[src/core/rivam_regs.vh]
// Constants for the reset and interrupt vector address generator.
// Assumes 16-bit program word addresses; included by bare name.
`ifndef RIVAM_REGS_VH
`define RIVAM_REGS_VH

// Reset vector when the boot-reset fuse is unprogrammed
`define RIVAM_RESET_ADDR        16'h0000
// First interrupt slot and slot pitch in words
`define RIVAM_TABLE_START       16'h0002
`define RIVAM_SLOT_WORDS        16'h0002
// Last slot present in legacy mode, first slot removed by it
`define RIVAM_LEGACY_LAST       16'h002E
`define RIVAM_LEGACY_CUT        16'h0030
`define RIVAM_LAST_SLOT         16'h0044
// Number of interrupt sources and index width
`define RIVAM_NUM_SRC           34
`define RIVAM_IDX_W             6
// Source index of first source removed in legacy mode
`define RIVAM_LEGACY_FIRST_IDX  23
// Default boot reset address
`define RIVAM_BOOT_RESET_DFLT   16'hF000
// Fuse encoding: 0 programmed, 1 unprogrammed
`define RIVAM_FUSE_PROGRAMMED   1'b0
// Arbiter state encodings, one-hot
`define RIVAM_ST_IDLE           3'b001
`define RIVAM_ST_HOLD           3'b010
`define RIVAM_ST_RESET          3'b100

`endif

[src/core/rivam_prio_enc.v]
// Fixed-priority encoder over the interrupt request vector.
// Assumes requests are already qualified by enables and legacy mode.
`timescale 1ns/1ns
`include "rivam_regs.vh"

module rivam_prio_enc (
  // Request vector, bit 0 is highest priority
  input  wire [`RIVAM_NUM_SRC-1:0] req_vec,
  // Winner
  output reg                       any_req,
  output reg  [`RIVAM_IDX_W-1:0]   win_idx
);

  integer i;

  // Scan from top down so the lowest index is the last to win
  always @* begin
    any_req = 1'b0;
    win_idx = {`RIVAM_IDX_W{1'b0}};
    for (i = `RIVAM_NUM_SRC-1; i >= 0; i = i - 1) begin
      if (req_vec[i]) begin
        any_req = 1'b1;
        win_idx = i[`RIVAM_IDX_W-1:0];
      end
    end
  end

endmodule // rivam_prio_enc

[src/core/rivam_vector_gen.v]
// Reset and interrupt vector address generator facing the core fetch unit.
// Assumes pending requests are levels already gated by their enables and
// that the core raises vector_ack for one cycle when it takes the vector.
`timescale 1ns/1ns
`include "rivam_regs.vh"

module rivam_vector_gen (
  // Clock and reset
  input  wire                      core_clk,
  input  wire                      rstn,
  // Configuration from fuses and the core control register
  input  wire                      boot_reset_fuse,
  input  wire                      legacy_mode_fuse,
  input  wire                      vector_table_select,
  input  wire [15:0]               boot_reset_addr,
  // Interrupt requests: external lines
  input  wire [7:0]                external_request_line,
  // Timer sources
  input  wire                      timer2_compare_event,
  input  wire                      timer2_overflow_event,
  input  wire                      timer1_capture_event,
  input  wire                      timer1_compare_a_event,
  input  wire                      timer1_compare_b_event,
  input  wire                      timer1_overflow_event,
  input  wire                      timer0_compare_event,
  input  wire                      timer0_overflow_event,
  // Serial, converter and memory sources
  input  wire                      serial_transfer_done_event,
  input  wire                      serial0_rx_done_event,
  input  wire                      serial0_tx_buffer_empty_event,
  input  wire                      serial0_tx_done_event,
  input  wire                      converter_done_event,
  input  wire                      eeprom_ready_event,
  input  wire                      analog_compare_event,
  // Extended sources, absent in legacy mode
  input  wire                      timer1_compare_c_event,
  input  wire                      timer3_capture_event,
  input  wire                      timer3_compare_a_event,
  input  wire                      timer3_compare_b_event,
  input  wire                      timer3_compare_c_event,
  input  wire                      timer3_overflow_event,
  input  wire                      serial1_rx_done_event,
  input  wire                      serial1_tx_buffer_empty_event,
  input  wire                      serial1_tx_done_event,
  input  wire                      two_wire_interface,
  input  wire                      self_program_ready_event,
  // Core handshake
  input  wire                      vector_ack,
  // Vector out
  output reg                       reset_fetch_reg,
  output reg                       vector_valid_reg,
  output reg  [15:0]               vector_addr_reg,
  output reg  [`RIVAM_IDX_W-1:0]   vector_index_reg,
  output reg  [15:0]               table_base_reg
);

  localparam [2:0] ST_IDLE  = `RIVAM_ST_IDLE;
  localparam [2:0] ST_HOLD  = `RIVAM_ST_HOLD;
  localparam [2:0] ST_RESET = `RIVAM_ST_RESET;

  // Slot address of a source index: start plus two words per index
  function [15:0] slot_addr;
    input [`RIVAM_IDX_W-1:0] idx;
    begin
      slot_addr = `RIVAM_TABLE_START + {9'h000, idx, 1'b0};
    end
  endfunction

  // Base added to every slot when the table sits in the boot section
  function [15:0] table_base;
    input        sel;
    input [15:0] boot_addr;
    begin
      if (sel) begin
        table_base = boot_addr;
      end else begin
        table_base = 16'h0000;
      end
    end
  endfunction

  reg  [2:0]                 state_reg;
  reg  [2:0]                 state_next;
  wire [`RIVAM_NUM_SRC-1:0]  raw_req;
  wire [`RIVAM_NUM_SRC-1:0]  qual_req;
  wire [`RIVAM_NUM_SRC-1:0]  legacy_mask;
  wire                       any_req;
  wire [`RIVAM_IDX_W-1:0]    win_idx;
  wire [15:0]                reset_target;
  wire [15:0]                base_now;

  // Source order equals table order, index 0 at 0x0002
  assign raw_req = {
    self_program_ready_event,      // 0x0044
    two_wire_interface,            // 0x0042
    serial1_tx_done_event,         // 0x0040
    serial1_tx_buffer_empty_event, // 0x003E
    serial1_rx_done_event,         // 0x003C
    timer3_overflow_event,         // 0x003A
    timer3_compare_c_event,        // 0x0038
    timer3_compare_b_event,        // 0x0036
    timer3_compare_a_event,        // 0x0034
    timer3_capture_event,          // 0x0032
    timer1_compare_c_event,        // 0x0030
    analog_compare_event,          // 0x002E
    eeprom_ready_event,            // 0x002C
    converter_done_event,          // 0x002A
    serial0_tx_done_event,         // 0x0028
    serial0_tx_buffer_empty_event, // 0x0026
    serial0_rx_done_event,         // 0x0024
    serial_transfer_done_event,    // 0x0022
    timer0_overflow_event,         // 0x0020
    timer0_compare_event,          // 0x001E
    timer1_overflow_event,         // 0x001C
    timer1_compare_b_event,        // 0x001A
    timer1_compare_a_event,        // 0x0018
    timer1_capture_event,          // 0x0016
    timer2_overflow_event,         // 0x0014
    timer2_compare_event,          // 0x0012
    external_request_line          // 0x0002..0x0010
  };

  // Legacy mode drops the upper slots so they are never dispatched
  genvar g;
  generate
    for (g = 0; g < `RIVAM_NUM_SRC; g = g + 1) begin : g_mask
      if (g >= `RIVAM_LEGACY_FIRST_IDX) begin : g_up
        assign legacy_mask[g] = ~legacy_mode_fuse;
      end else begin : g_lo
        assign legacy_mask[g] = 1'b1;
      end
    end
  endgenerate

  assign qual_req = raw_req & legacy_mask;

  rivam_prio_enc u_prio (
    .req_vec (qual_req),
    .any_req (any_req),
    .win_idx (win_idx)
  );

  // Reset target follows the fuse only, never the select bit
  assign reset_target = (boot_reset_fuse == `RIVAM_FUSE_PROGRAMMED) ?
                        boot_reset_addr : `RIVAM_RESET_ADDR;
  assign base_now = table_base(vector_table_select, boot_reset_addr);

  // Next state: reset fetch first, then offer one vector until taken
  always @* begin
    case (state_reg)
      ST_RESET: begin
        state_next = vector_ack ? ST_IDLE : ST_RESET;
      end
      ST_IDLE: begin
        state_next = any_req ? ST_HOLD : ST_IDLE;
      end
      ST_HOLD: begin
        state_next = vector_ack ? ST_IDLE : ST_HOLD;
      end
      default: begin
        state_next = ST_RESET;
      end
    endcase
  end

  // Vector registers; a held vector is frozen so the core sees a stable
  // address even if a higher request arrives while it is being taken
  always @(posedge core_clk) begin
    if (!rstn) begin
      state_reg        <= ST_RESET;
      reset_fetch_reg  <= 1'b1;
      vector_valid_reg <= 1'b1;
      vector_addr_reg  <= `RIVAM_RESET_ADDR;
      vector_index_reg <= {`RIVAM_IDX_W{1'b0}};
      table_base_reg   <= 16'h0000;
    end else begin
      state_reg      <= state_next;
      table_base_reg <= base_now + `RIVAM_TABLE_START;
      case (state_reg)
        ST_RESET: begin
          vector_addr_reg  <= reset_target;
          vector_index_reg <= {`RIVAM_IDX_W{1'b0}};
          reset_fetch_reg  <= ~vector_ack;
          vector_valid_reg <= ~vector_ack;
        end
        ST_IDLE: begin
          reset_fetch_reg  <= 1'b0;
          vector_valid_reg <= any_req;
          vector_index_reg <= win_idx + 6'h01;
          vector_addr_reg  <= base_now + slot_addr(win_idx);
        end
        ST_HOLD: begin
          reset_fetch_reg  <= 1'b0;
          vector_valid_reg <= ~vector_ack;
        end
        default: begin
          reset_fetch_reg  <= 1'b0;
          vector_valid_reg <= 1'b0;
        end
      endcase
    end
  end

endmodule // rivam_vector_gen

[config.mk]
export PLATFORM = sky130hd
export DESIGN_NAME = rivam_vector_gen
export DESIGN_NICKNAME = d
export VERILOG_FILES = /design/src/core/rivam_prio_enc.v /design/src/core/rivam_vector_gen.v
export VERILOG_INCLUDE_DIRS = /design/src /design/src/core
export SDC_FILE = /design/constraint.sdc
export NUM_CORES = 1
export LEC_CHECK = 0
export ABC_AREA = 1
export ABC_CLOCK_PERIOD_IN_PS = 5200
export BUFFER_PORTS_ARGS = -buffer_cell sky130_fd_sc_hd__buf_2
export CAP_MARGIN = 20
export CORE_AREA = 2 2 78 80
export DETAILED_ROUTE_END_ITERATION = 8
export DIE_AREA = 0 0 80 82
export PLACE_DENSITY = 0.79
export SYNTH_ARGS = -nofsm -noshare
export SYNTH_HDL_FRONTEND = slang
export SYNTH_SLANG_ARGS = --single-unit
export TNS_END_PERCENT = 100
[constraint.sdc]
create_clock -name core_clk -period 5.2 [get_ports core_clk]
set_input_delay 0.26 -clock core_clk [delete_from_list [all_inputs] [get_ports core_clk]]
set_output_delay 0.26 -clock core_clk [all_outputs]
set_load 0.05 [all_outputs]
==> flow_summary.yaml <==
cts:
  cts.htree.levels: 2
  clockBufferDepth: 2
  num_clock_sinks: 43
  cts_root_buf: "clkbuf_8"
  cts_resized: 0
  path_clk_slew_ns: 0.08
  cts_inserted_buffers: 5
  holdBufCountCts: 0
  clock_insertion_delay_worst_skew_ns: 0.29
  post-cts-setup-buffers: 0
  cts_tree: "done"
detailed_routing:
  ant_nets: 0
  detailedRoute.firstPassIterationCount: 5
  detail_route.vias_per_cell: 5.188
  routed_wirelength_um: 7554
  wl_per_cell_um: 12.36
  via_count: 3170
  initialDrtViolationCount: 185
  detail_route.drc_violations: 0
finish:
  most_common_library_cell_in_the_layout_ignoring_fill_and_taps: "nand2_1"
  final_net_count: 607
  register_cell_area_after_layout_um2: 860.8
  drive_gt1_share_pct: 20.71
  antenna_cells: 0
  fillers: 558
  most-common-layout-cells: "100 x nand2_1, 95 x buf_2, 80 x inv_1"
  flow.area_growth_from_synthesis_pct: 22.33
  stdcell_count: 611
  final_cell_area_um2: 3435
  multiInputGateArea_um2: 1584
die:
  core.rowCount: 28
  ioPinCount: 96
  chipWidth_um: 80
  dieArea_um2: 6560
  floorplan.core_area_um2: 5746
  initial_utilization_pct: 48.87
  die_h_um: 82
worst_setup_path:
  crit_path_max_incr_delay_ns: 0.31
  worst-setup-path-type: "in2reg"
  crit_arrival_ns: 4.36
  critical-path-top-cell-by-count: "nand2_1"
  setup_crit_start_kind: "input pin"
  crit_slowest_cell: "o21ai_0"
  worst-r2r-cell-count: 8
  endpoint_kind: "register"
  worst_ep_required_time_ns: 5.36
  timing.critical_path.max_delay_family: "simple AND/OR/NAND/NOR gates"
  cp.depth: 48
  cp_max_fo: 10
  critPathBufInv: 4
placed_design:
  routabilityCongestion: 0.8932
  port_buffers: 95
  dpl.hpwl_um: 5571
  dpl_cell_area_um2: 3332
  placedCellCount: 604
global_route:
  grt_busiest_layer: "met2"
  globalRouteMet2Util_pct: 38.92
  grt_use_met1_pct: 29.42
  grt_ovf: 0
  antenna_violations_before_repair: 0
  number_of_global_route_vias_before_repair: 2789
  grt_max_degree: 32
  grt_pass1_wl_um: 11880
  grt_usage_pct: 22.63
  grt_use_met3_pct: 3.516
timing:
  worst_clock_skew_ns: 0.002775
  slew-limit-headroom_pct: 50.46
  rsz0062_at_grt: "no"
  post-route-period-util_pct: 80.72
  timing.final.setup_violations: 0
  slew_violations: 0
  worstMarginPinSlew_ns: 0.7423
  timing.final.crit_period_ns: 4.198
  fmax_mhz: 238.2
  timing.final.hold_violations: 0
  timing.setup.tns_ns: 0
synthesis:
  synth-seq-cells: 43
  synth_cell_type_count: 34
  ys_seq_area_share_pct: 30.66
  postSynthCellCount: 447
  netlist_area_um2: 2808
  avgSynthCellArea_um2: 6.281
  synth.net_count: 518
  synth.yosys.warnings: 0
job:
  maxCapViolations: 0
power_and_ir_drop:
  leakage_nw: 1.856
  vdd.ir_drop.worst_mv: 0.1552
  power-per-cell-area_nw_per_um2: 257.1
min_path:
  class_of_the_worst_hold_path: "in2reg"
  hold_depth: 2
status:
  outcome: "complete, no violations"
area by class of cell:
type	instances	area share, %
tap	75	2.732
sequential	43	25.06
inverter	82	9.035
clock inverter	1	0.8743
multi-input combinational	308	46.12
timing repair buffer	96	14.06
clock buffer	6	2.113
cells in the mapped netlist (all sizes together):
library cell | n | area (um^2)
nand2 | 105 | 416.7
a31oi | 14 | 87.58
buf | 2 | 12.51
ha | 14 | 175.2
inv | 81 | 306.6
o211ai | 2 | 15.01
nor4 | 1 | 6.260
and2 | 1 | 6.260
a32oi | 1 | 8.760
o311ai | 1 | 8.760
fa | 1 | 20.02
clkinv | 1 | 3.750
clkbuf | 12 | 45.04
dfxtp | 43 | 860.8
nor3 | 9 | 45.04
or2 | 1 | 6.260
nor2 | 41 | 153.9
a21boi | 1 | 7.510
xor2 | 2 | 17.52
nand4 | 3 | 18.77
o21bai | 2 | 26.28
a21oi | 43 | 219.0
o22ai | 3 | 18.77
nand3 | 24 | 120.1
o21a | 1 | 7.510
o21ai | 37 | 185.2
xnor2 | 1 | 8.760
per-stage QoR:
step	utilization (%)	hold slack (ns)	total power [W]	worst slack (ns)
2_1_floorplan	-	0.3502	0.0005621	1.426
3_3_place_gp	57.99	0.4513	0.0006326	0.9716
3_5_place_dp	57.99	0.4583	0.0006380	0.7531
4_1_cts	59.78	0.1847	0.0008865	1.038
5_1_grt	59.78	0.1891	0.0009284	0.4689
6_report	59.78	0.1926	0.0008831	1.002
report_power, final:
| group | leakage [nW] | internal (W) | switching (W) |
|---|---|---|---|
| logic | 1.45 | 0.0000723 | 0.000195 |
| clock network | 0.0513 | 0.000141 | 0.000109 |
| registers | 0.354 | 0.000355 | 0.0000109 |
worst paths after layout:
| path | startpoint | to | slack (ns) |
|---|---|---|---|
| max | legacy_mode_fuse | vector_addr_reg[14] | 1.00 |
| min | boot_reset_addr[4] | table_base_reg[4] | 0.19 |
| max reg2reg | state_reg[0] | vector_addr_reg[10] | 2.10 |
| min reg2reg | vector_index_reg[3] | vector_index_reg[3] | 0.47 |
cells by family after synthesis:
family          share of synthesized area (%)
flops                                   30.66
xor+xnor                               0.9360
fa+ha+maj                               6.952
compound gates                          20.81
buf+inv                                 13.10
simple gates                            27.54
metal layers:
| metal | vias to the layer above | share of wire [%] |
|---|---|---|
| met5 | - | 0 |
| li1 | 1615 | - |
| met4 | 0 | 1.0 |
| met1 | 1395 | 43 |
| met3 | 15 | 8.5 |
| met2 | 145 | 48 |
(Power assumes the default switching activity.)
